### config.mk
export PLATFORM = sky130hd
export DESIGN_NAME = elc_line_event_ctrl
export DESIGN_NICKNAME = d
export VERILOG_FILES = /design/src/elc_pkg.sv /design/src/elc_line_event_ctrl.sv
export SDC_FILE = /design/constraint.sdc
export NUM_CORES = 1
export LEC_CHECK = 0
export BUFFER_PORTS_ARGS = -buffer_cell sky130_fd_sc_hd__buf_2
export CAP_MARGIN = 20
export CORE_ASPECT_RATIO = 1.4
export CORE_MARGIN = 2
export CORE_UTILIZATION = 58
export CTS_CLUSTER_SIZE = 10
export DETAILED_ROUTE_END_ITERATION = 12
export GPL_ROUTABILITY_DRIVEN = 0
export GPL_TIMING_DRIVEN = 0
export PLACE_DENSITY = 0.8
export SETUP_SLACK_MARGIN = 0.02
export SLEW_MARGIN = 40
export SYNTH_ARGS = -nofsm -noshare
export SYNTH_HDL_FRONTEND = slang
export SYNTH_SLANG_ARGS = --single-unit
export TNS_END_PERCENT = 30
### constraint.sdc
create_clock -name clk_in -period 2.9 [get_ports clk_in]
set_input_delay 0.29 -clock clk_in [delete_from_list [all_inputs] [get_ports clk_in]]
set_output_delay 0.29 -clock clk_in [all_outputs]
set_load 0.02 [all_outputs]
### src/elc_pkg.sv
// constants shared by the external line event controller
package elc_pkg;
	localparam int          ELC_LINE_COUNT   = 19;
	localparam int          ELC_GPIO_LINES   = 16;
	localparam int          ELC_LINE_VMON    = 16;
	localparam int          ELC_LINE_RTC     = 17;
	localparam int          ELC_LINE_USB     = 18;
	localparam int          ELC_DATA_W       = 32;
	localparam int          ELC_STRB_W       = 4;

	localparam logic [7:0]  ELC_OFF_IMASK    = 8'h00;
	localparam logic [7:0]  ELC_OFF_EMASK    = 8'h04;
	localparam logic [7:0]  ELC_OFF_RISE     = 8'h08;
	localparam logic [7:0]  ELC_OFF_FALL     = 8'h0C;
	localparam logic [7:0]  ELC_OFF_SWTRIG   = 8'h10;
	localparam logic [7:0]  ELC_OFF_PEND     = 8'h14;

	localparam logic [18:0] ELC_RST_IMASK    = 19'h00000;
	localparam logic [18:0] ELC_RST_EMASK    = 19'h00000;
	localparam logic [18:0] ELC_RST_RISE     = 19'h00000;
	localparam logic [18:0] ELC_RST_FALL     = 19'h00000;
	localparam logic [18:0] ELC_RST_SWTRIG   = 19'h00000;
	localparam logic [18:0] ELC_RST_PEND     = 19'h00000;

	localparam logic [1:0]  ELC_RESP_OKAY    = 2'h0;
	localparam logic [1:0]  ELC_RESP_SLVERR  = 2'h2;
endpackage

### src/elc_line_event_ctrl.sv
// external line event controller: edge detectors, masks, pending flags and axi4-lite registers
//
// Operation
// - there are 19 separate edge detector channels, 0 to 18, each able to raise an interrupt or event.
// - each channel can fire on a rising edge, a falling edge or both, as configured.
// - every channel's configuration and mask bits are written without touching other channels; here a write sets all channel bits of each strobed byte lane.
// - channels 0 to 15 take gpio pin n, 16 the supply voltage monitor, 17 the rtc alarm, 18 the usb wakeup.
// - the gpio port behind channels 0 to 15 is picked by the pin source selector outside this block.
// - the block drives per-channel interrupt requests and a separate event output for wait-for-event.
// - a valid trigger on an enabled channel raises a wakeup request for the sleeping system.
// - interrupt mask at 0x00, bits 18:0, a one lets the channel's interrupt request through.
// - event mask at 0x04, bits 18:0, a one lets the channel's trigger reach the event output.
// - rising trigger select at 0x08, a one makes a rising edge on that channel a valid request.
// - falling trigger select at 0x0C, a one makes a falling edge valid; both set gives both edges.
// - writing one to a software trigger bit at 0x10 raises a request on that channel, zero withdraws it; here zero clears the bit but not its pending flag.
// - pending flags at 0x14 are set when a channel triggers and stay set until cleared.
// - software clears a pending flag by writing one to it.
//
// The AXI4-Lite slave port was left to the implementer.
`timescale 1ns/1ps
module elc_line_event_ctrl
	import elc_pkg::*;
#(
	parameter int ADDR_W = 8
) (
	input  wire logic                      clk_in,
	input  wire logic                      srst_in,
	input  wire logic                      ce_in,
	input  wire logic [ELC_GPIO_LINES-1:0] gpio_line_in,
	input  wire logic                      supply_voltage_monitor_in,
	input  wire logic                      rtc_alarm_in,
	input  wire logic                      usb_wakeup_in,
	input  wire logic [ADDR_W-1:0]         s_axi_awaddr_in,
	input  wire logic                      s_axi_awvalid_in,
	output logic                           s_axi_awready_out,
	input  wire logic [ELC_DATA_W-1:0]     s_axi_wdata_in,
	input  wire logic [ELC_STRB_W-1:0]     s_axi_wstrb_in,
	input  wire logic                      s_axi_wvalid_in,
	output logic                           s_axi_wready_out,
	output logic [1:0]                     s_axi_bresp_out,
	output logic                           s_axi_bvalid_out,
	input  wire logic                      s_axi_bready_in,
	input  wire logic [ADDR_W-1:0]         s_axi_araddr_in,
	input  wire logic                      s_axi_arvalid_in,
	output logic                           s_axi_arready_out,
	output logic [ELC_DATA_W-1:0]          s_axi_rdata_out,
	output logic [1:0]                     s_axi_rresp_out,
	output logic                           s_axi_rvalid_out,
	input  wire logic                      s_axi_rready_in,
	output logic [ELC_LINE_COUNT-1:0]      line_irq_out,
	output logic                           irq_out,
	output logic                           event_out,
	output logic                           wakeup_out
);

	localparam int RSVD_W = ELC_DATA_W - ELC_LINE_COUNT;

	// merge a write into a register, byte lane by byte lane; upper bits are dropped
	function automatic logic [ELC_LINE_COUNT-1:0] elc_merge(
		input logic [ELC_LINE_COUNT-1:0] old_v,
		input logic [ELC_DATA_W-1:0]     data,
		input logic [ELC_STRB_W-1:0]     strb
	);
		logic [ELC_DATA_W-1:0] res;
		res = {{RSVD_W{1'b0}}, old_v};
		for (int b = 0; b < ELC_STRB_W; b++) begin
			if (strb[b]) begin
				res[8*b +: 8] = data[8*b +: 8];
			end
		end
		return res[ELC_LINE_COUNT-1:0];
	endfunction

	// word match on an address; byte offset bits are ignored
	function automatic logic elc_hit(
		input logic [ADDR_W-1:0] addr,
		input logic [7:0]        offset
	);
		logic [ADDR_W-1:0] off_w;
		off_w = ADDR_W'(offset);
		return addr[ADDR_W-1:2] == off_w[ADDR_W-1:2];
	endfunction

	logic [ELC_LINE_COUNT-1:0] raw_line;
	logic [ELC_LINE_COUNT-1:0] line_meta_ff;
	logic [ELC_LINE_COUNT-1:0] line_q_ff;
	logic [ELC_LINE_COUNT-1:0] line_prev_ff;
	logic [ELC_LINE_COUNT-1:0] imask_ff;
	logic [ELC_LINE_COUNT-1:0] emask_ff;
	logic [ELC_LINE_COUNT-1:0] rise_ff;
	logic [ELC_LINE_COUNT-1:0] fall_ff;
	logic [ELC_LINE_COUNT-1:0] swtrig_ff;
	logic [ELC_LINE_COUNT-1:0] pend_ff;
	logic [ELC_LINE_COUNT-1:0] nxt_pend;
	logic [ELC_LINE_COUNT-1:0] nxt_swtrig;
	logic [ELC_LINE_COUNT-1:0] rise_hit;
	logic [ELC_LINE_COUNT-1:0] fall_hit;
	logic [ELC_LINE_COUNT-1:0] sw_hit;
	logic [ELC_LINE_COUNT-1:0] trig;
	logic [ELC_LINE_COUNT-1:0] pend_clr;
	logic                      event_ff;
	logic [ADDR_W-1:0]         aw_addr_ff;
	logic                      aw_hold_ff;
	logic [ELC_DATA_W-1:0]     w_data_ff;
	logic [ELC_STRB_W-1:0]     w_strb_ff;
	logic                      w_hold_ff;
	logic                      bvalid_ff;
	logic [1:0]                bresp_ff;
	logic                      rvalid_ff;
	logic [ELC_DATA_W-1:0]     rdata_ff;
	logic [1:0]                rresp_ff;
	logic                      wr_go;
	logic                      wr_mapped;
	logic                      wr_imask;
	logic                      wr_emask;
	logic                      wr_rise;
	logic                      wr_fall;
	logic                      wr_swtrig;
	logic                      wr_pend;
	logic [ELC_LINE_COUNT-1:0] wr_val;
	logic [ELC_DATA_W-1:0]     rd_word;
	logic                      rd_mapped;

	// gpio channels come already routed by the pin source selector
	assign raw_line = {usb_wakeup_in, rtc_alarm_in, supply_voltage_monitor_in, gpio_line_in};

	// two stages guard against pins toggling near the clock; costs two cycles of latency
	always_ff @(posedge clk_in) begin
		if (srst_in) begin
			line_meta_ff <= {ELC_LINE_COUNT{1'b0}};
			line_q_ff    <= {ELC_LINE_COUNT{1'b0}};
			line_prev_ff <= {ELC_LINE_COUNT{1'b0}};
		end else if (ce_in) begin
			line_meta_ff <= raw_line;
			line_q_ff    <= line_meta_ff;
			line_prev_ff <= line_q_ff;
		end
	end

	assign rise_hit = line_q_ff & ~line_prev_ff & rise_ff;
	assign fall_hit = ~line_q_ff & line_prev_ff & fall_ff;

	// write channel decode
	assign wr_go     = aw_hold_ff & w_hold_ff & ~bvalid_ff;
	assign wr_imask  = wr_go & elc_hit(aw_addr_ff, ELC_OFF_IMASK);
	assign wr_emask  = wr_go & elc_hit(aw_addr_ff, ELC_OFF_EMASK);
	assign wr_rise   = wr_go & elc_hit(aw_addr_ff, ELC_OFF_RISE);
	assign wr_fall   = wr_go & elc_hit(aw_addr_ff, ELC_OFF_FALL);
	assign wr_swtrig = wr_go & elc_hit(aw_addr_ff, ELC_OFF_SWTRIG);
	assign wr_pend   = wr_go & elc_hit(aw_addr_ff, ELC_OFF_PEND);
	assign wr_mapped = wr_imask | wr_emask | wr_rise | wr_fall | wr_swtrig | wr_pend;

	// only the low 19 bits are kept
	assign wr_val = elc_merge({ELC_LINE_COUNT{1'b0}}, w_data_ff, w_strb_ff);

	// software request fires on a bit going from zero to one
	assign sw_hit   = wr_swtrig ? (elc_merge(swtrig_ff, w_data_ff, w_strb_ff) & ~swtrig_ff)
	                            : {ELC_LINE_COUNT{1'b0}};
	assign trig     = rise_hit | fall_hit | sw_hit;
	assign pend_clr = wr_pend ? wr_val : {ELC_LINE_COUNT{1'b0}};

	// a trigger in the clearing cycle wins, so no edge is lost
	assign nxt_pend = (pend_ff & ~pend_clr) | trig;

	// clearing a pending flag also drops its software request so it can be raised again
	always_comb begin
		nxt_swtrig = swtrig_ff;
		if (wr_swtrig) begin
			nxt_swtrig = elc_merge(swtrig_ff, w_data_ff, w_strb_ff);
		end
		nxt_swtrig = nxt_swtrig & ~pend_clr;
	end

	// each register written on its own, per byte lane
	always_ff @(posedge clk_in) begin
		if (srst_in) begin
			imask_ff <= ELC_RST_IMASK;
		end else if (ce_in && wr_imask) begin
			imask_ff <= elc_merge(imask_ff, w_data_ff, w_strb_ff);
		end
	end

	always_ff @(posedge clk_in) begin
		if (srst_in) begin
			emask_ff <= ELC_RST_EMASK;
		end else if (ce_in && wr_emask) begin
			emask_ff <= elc_merge(emask_ff, w_data_ff, w_strb_ff);
		end
	end

	always_ff @(posedge clk_in) begin
		if (srst_in) begin
			rise_ff <= ELC_RST_RISE;
		end else if (ce_in && wr_rise) begin
			rise_ff <= elc_merge(rise_ff, w_data_ff, w_strb_ff);
		end
	end

	always_ff @(posedge clk_in) begin
		if (srst_in) begin
			fall_ff <= ELC_RST_FALL;
		end else if (ce_in && wr_fall) begin
			fall_ff <= elc_merge(fall_ff, w_data_ff, w_strb_ff);
		end
	end

	always_ff @(posedge clk_in) begin
		if (srst_in) begin
			swtrig_ff <= ELC_RST_SWTRIG;
		end else if (ce_in) begin
			swtrig_ff <= nxt_swtrig;
		end
	end

	always_ff @(posedge clk_in) begin
		if (srst_in) begin
			pend_ff <= ELC_RST_PEND;
		end else if (ce_in) begin
			pend_ff <= nxt_pend;
		end
	end

	// event pulse is registered so it lasts exactly one enabled cycle
	always_ff @(posedge clk_in) begin
		if (srst_in) begin
			event_ff <= 1'b0;
		end else if (ce_in) begin
			event_ff <= |(trig & emask_ff);
		end
	end

	assign line_irq_out = pend_ff & imask_ff;
	assign irq_out      = |line_irq_out;
	assign event_out    = event_ff;
	assign wakeup_out   = irq_out | event_ff;

	// axi4-lite write: address and data captured independently, then one response
	assign s_axi_awready_out = ~aw_hold_ff & ~bvalid_ff;
	assign s_axi_wready_out  = ~w_hold_ff & ~bvalid_ff;

	always_ff @(posedge clk_in) begin
		if (srst_in) begin
			aw_hold_ff <= 1'b0;
			aw_addr_ff <= {ADDR_W{1'b0}};
		end else if (ce_in) begin
			if (s_axi_awvalid_in && s_axi_awready_out) begin
				aw_hold_ff <= 1'b1;
				aw_addr_ff <= s_axi_awaddr_in;
			end else if (wr_go) begin
				aw_hold_ff <= 1'b0;
			end
		end
	end

	always_ff @(posedge clk_in) begin
		if (srst_in) begin
			w_hold_ff <= 1'b0;
			w_data_ff <= {ELC_DATA_W{1'b0}};
			w_strb_ff <= {ELC_STRB_W{1'b0}};
		end else if (ce_in) begin
			if (s_axi_wvalid_in && s_axi_wready_out) begin
				w_hold_ff <= 1'b1;
				w_data_ff <= s_axi_wdata_in;
				w_strb_ff <= s_axi_wstrb_in;
			end else if (wr_go) begin
				w_hold_ff <= 1'b0;
			end
		end
	end

	always_ff @(posedge clk_in) begin
		if (srst_in) begin
			bvalid_ff <= 1'b0;
			bresp_ff  <= ELC_RESP_OKAY;
		end else if (ce_in) begin
			if (wr_go) begin
				bvalid_ff <= 1'b1;
				bresp_ff  <= wr_mapped ? ELC_RESP_OKAY : ELC_RESP_SLVERR;
			end else if (s_axi_bready_in) begin
				bvalid_ff <= 1'b0;
			end
		end
	end

	assign s_axi_bvalid_out = bvalid_ff;
	assign s_axi_bresp_out  = bresp_ff;

	// axi4-lite read: one outstanding read, answered the cycle after it is taken
	assign s_axi_arready_out = ~rvalid_ff;

	always_comb begin
		rd_word   = {ELC_DATA_W{1'b0}};
		rd_mapped = 1'b1;
		if (elc_hit(s_axi_araddr_in, ELC_OFF_IMASK)) begin
			rd_word = {{RSVD_W{1'b0}}, imask_ff};
		end else if (elc_hit(s_axi_araddr_in, ELC_OFF_EMASK)) begin
			rd_word = {{RSVD_W{1'b0}}, emask_ff};
		end else if (elc_hit(s_axi_araddr_in, ELC_OFF_RISE)) begin
			rd_word = {{RSVD_W{1'b0}}, rise_ff};
		end else if (elc_hit(s_axi_araddr_in, ELC_OFF_FALL)) begin
			rd_word = {{RSVD_W{1'b0}}, fall_ff};
		end else if (elc_hit(s_axi_araddr_in, ELC_OFF_SWTRIG)) begin
			rd_word = {{RSVD_W{1'b0}}, swtrig_ff};
		end else if (elc_hit(s_axi_araddr_in, ELC_OFF_PEND)) begin
			rd_word = {{RSVD_W{1'b0}}, pend_ff};
		end else begin
			rd_mapped = 1'b0;
		end
	end

	always_ff @(posedge clk_in) begin
		if (srst_in) begin
			rvalid_ff <= 1'b0;
			rdata_ff  <= {ELC_DATA_W{1'b0}};
			rresp_ff  <= ELC_RESP_OKAY;
		end else if (ce_in) begin
			if (s_axi_arvalid_in && s_axi_arready_out) begin
				rvalid_ff <= 1'b1;
				rdata_ff  <= rd_word;
				rresp_ff  <= rd_mapped ? ELC_RESP_OKAY : ELC_RESP_SLVERR;
			end else if (s_axi_rready_in) begin
				rvalid_ff <= 1'b0;
			end
		end
	end

	assign s_axi_rvalid_out = rvalid_ff;
	assign s_axi_rdata_out  = rdata_ff;
	assign s_axi_rresp_out  = rresp_ff;
endmodule

==> flow_summary.toml <==
[placement]
dp_cells = 1681
portBuffers = 106
dp_hpwl_um = 26410
postPlaceCellArea_um2 = 11460

[hold_path]
hold_path_depth = 3
min_to = "aw_addr_ff[5]"
timing.hold.worst.start = "s_axi_awaddr_in[5]"
hold_path_class = "in2reg"

[cells_and_area]
postLayoutCellArea_um2 = 12250
multi_input_area_um2 = 5537
nNetsFinal = 1554
seq_area_um2 = 4507
nFillCells = 1542
syn_to_final_growth_pct = 16.10
drive_gt1_share_pct = 11.73
fin_cells = 1716

[sta]
fmax_mhz = 317.0
clock_skew_ns = 0.02028
hold_violations = 2
worst_slew_pin_slew_ns = 0.8537
layout_min_cycle_time_ns = 3.154
period_share_pct = 108.8
rsz0062_at_grt = "yes"
maxSlewViolCount = 0
fin_hold_ws_ns = -0.001910
setup_viol = 2
setup_ws_ns = -0.2541
slew_headroom_pct = 43.08

[yosys]
synthArstFlopShare_pct = 0
synthTopCellsByCount = "225 x dfxtp_1, 172 x nand2_1, 138 x a21oi_1"
synth_area_leaders = "dfxtp_1 43%, mux2i_1 8.5%, a21oi_1 6.5%"
syn_area_um2 = 10550
synth-edff-count = 0
synth-simple-area-share_pct = 25.63
yosysMostFrequentCell = "dfxtp_1"
synth_flop_cell = "dfxtp_1"
synth.area.mux_share_pct = 8.856
yosys.area_share.adder_pct = 0
ys_seq_area_share_pct = 42.68
synth_top_area_share_pct = 42.68
yosysTopAreaCell = "dfxtp_1"
syn_area_per_cell_um2 = 7.989
synth_seq_cells = 225
synth_top_family_by_area = "simple AND/OR/NAND/NOR gates"
synth_cell_type_count = 59
synth_compound_area_share_pct = 16.88
synthCells = 1321
synth_xor_xnor_area_share_pct = 0
yosysWarnings = 0

[worst_setup_path]
path_delay_family = "simple AND/OR/NAND/NOR gates"
cp_num_buf_inv = 1
slowest_stage = "or4_4"
cp_slowest_stage_delay_ns = 0.55
crit_arrival_ns = 2.86
cp_cell_sequence = "and2_1 -> or4_4 -> or4_4 -> or4_4 -> or2_1 -> buf_6"
cp_common_cell = "or4_4"
crit_path_max_fanout = 3
worstPathRequired_ns = 2.61
r2r_start = "s_axi_bvalid_out"
rrSetupSlack_ns = 0.17
worstRegToRegCells = 5
cp-start-kind = "flop"
timing.rr.end = "imask_ff[15]"
crit_type = "reg2out"
critical_path.endpoint_type = "primary output"

[detailed_routing]
vias_per_cell = 6.213
drt_iter0_drc = 1229
wl_per_cell_um = 20.39
drc = 0
drtAntennaViolNets = 0
first_pass_iters = 6
wl_um = 34990
dr_total_vias = 10660

[floorplan]
die_w_um = 118.0
start_util_pct = 58.88
dieArea_um2 = 19310
io-pin-count = 142
coreArea_um2 = 17920
std_cell_rows = 58
die_height_um = 163.6

[pwr]
power.density_nw_per_um2 = 539.9
ir_drop_mv = 0.4755
p_leak_nw = 4.561

[global_route]
overflow = 0
antenna_found_initial = 1
globalRouteMet3Util_pct = 6.180
grt_use_met2_pct = 58.40
grt_pass1_wl_um = 54590
grt_max_degree = 13
grt_use_met1_pct = 44.19
grt.busiest_layer = "met2"
grtUsageTotal_pct = 36.03
grt_pass1_vias = 10020

[clocking]
cts_sinks = 225
root_buffer = "clkbuf_16"
tritoncts = "built"
clockBufferDepth = 3
clock_latency_ns = 0.54
cts.clk_slew.worst_paths_ns = 0.06
htreeDepth = 1
cts_buffers = 26

[run]
drv_cap = 0

[outcome]
violations = "negative hold slack, negative setup slack"
run_status = "complete, but fails checks"
==> routing by layer <==
layer	wire [µm]	vias to the layer above
li1	-	4959
met1	12980	4810
met2	15940	727
met3	3705	166
met4	2367	0
met5	0	-
==> logic make-up after synthesis <==
group | count (synthesis)
mux | 93
compound gates | 298
other cells | 1
simple gates | 553
flops | 225
buf+inv | 151
==> final cells by class <==
| type | count | area share (%) |
|---|---|---|
| Antenna cell | 1 | 0.02042 |
| Inverter | 31 | 0.9497 |
| Clock inverter | 1 | 0.06127 |
| Sequential cell | 225 | 36.78 |
| Clock buffer | 27 | 5.514 |
| Multi-Input combinational cell | 959 | 45.19 |
| Buffer | 120 | 4.166 |
| Tap cell | 240 | 2.451 |
| Timing Repair Buffer | 112 | 4.871 |
==> worst min-delay path: cells and delay by family <==
kind | cells | cell delay [ns]
AND/OR/NAND/NOR | 1 | 0.07
multiplexers | 1 | 0.06
buffers and inverters | 1 | 0.08
==> report_power, final <==
group / switching, mW / total [mW] / internal (mW)
registers: 0.0484 / 3.21 / 3.16
logic: 0.404 / 0.596 / 0.192
clock network: 1.19 / 2.81 / 1.62
==> per-stage QoR <==
step                      power (mW)  setup slack (ns)  setup TNS (ns)  hold slack (ns)  util, %
final                          6.616           -0.2541         -0.3162        -0.001910    68.36
after floorplan                3.636            0.3064               0           0.4260        -
after detailed placement       3.846          -0.03394        -0.08831           0.4487    63.92
after global placement         3.830          -0.01393        -0.07383           0.4467    63.81
after CTS                      6.600           -0.2577         -0.3259        0.0006067    68.15
after global routing           6.799           -0.2962         -0.3955         0.008921    68.34
==> how the worst max path moves through the flow <==
stage	startpoint	to	slack, ns	cells past startpoint
after CTS	pend_ff[14]	wakeup_out	-0.26	6
final	pend_ff[12]	wakeup_out	-0.25	6
after global placement	ce_in	pend_ff[1]	-0.01	7
after floorplan	pend_ff[16]	wakeup_out	0.31	5
after global routing	pend_ff[14]	wakeup_out	-0.30	6
after detailed placement	ce_in	rise_ff[17]	-0.03	7
==> registers in the layout (all words and copies together), names as in the netlist, 6 cells and up <==
signal           count
emask_ff            19
fall_ff             19
imask_ff            19
line_meta_ff        19
line_prev_ff        19
line_q_ff           19
pend_ff             19
rise_ff             19
s_axi_rdata_out     19
swtrig_ff           19
w_data_ff           19
aw_addr_ff           6
==> layout by cell type (no fill, tap or decap), drive strengths merged, types with 20 or more instances in the layout <==
cell,instances
dfxtp,225
buf,133
and2,20
nand2,172
a21oi,138
nand3b,23
nor2,120
mux2i,90
a31oi,23
nor3,30
o21ai,48
nand3,102
clkbuf,120
inv,31
==> timing repair <==
item | 4_1_cts | 5_1_grt
hold buffers | 5 | 1
buffers inserted | 0 | 0
pin swaps | 1 | 0
gates resized for setup | 9 | 1
endpoints found under the setup margin | 2 | 2
hold endpoints to repair | 5 | 1
Power figures use the tool's default switching activity.
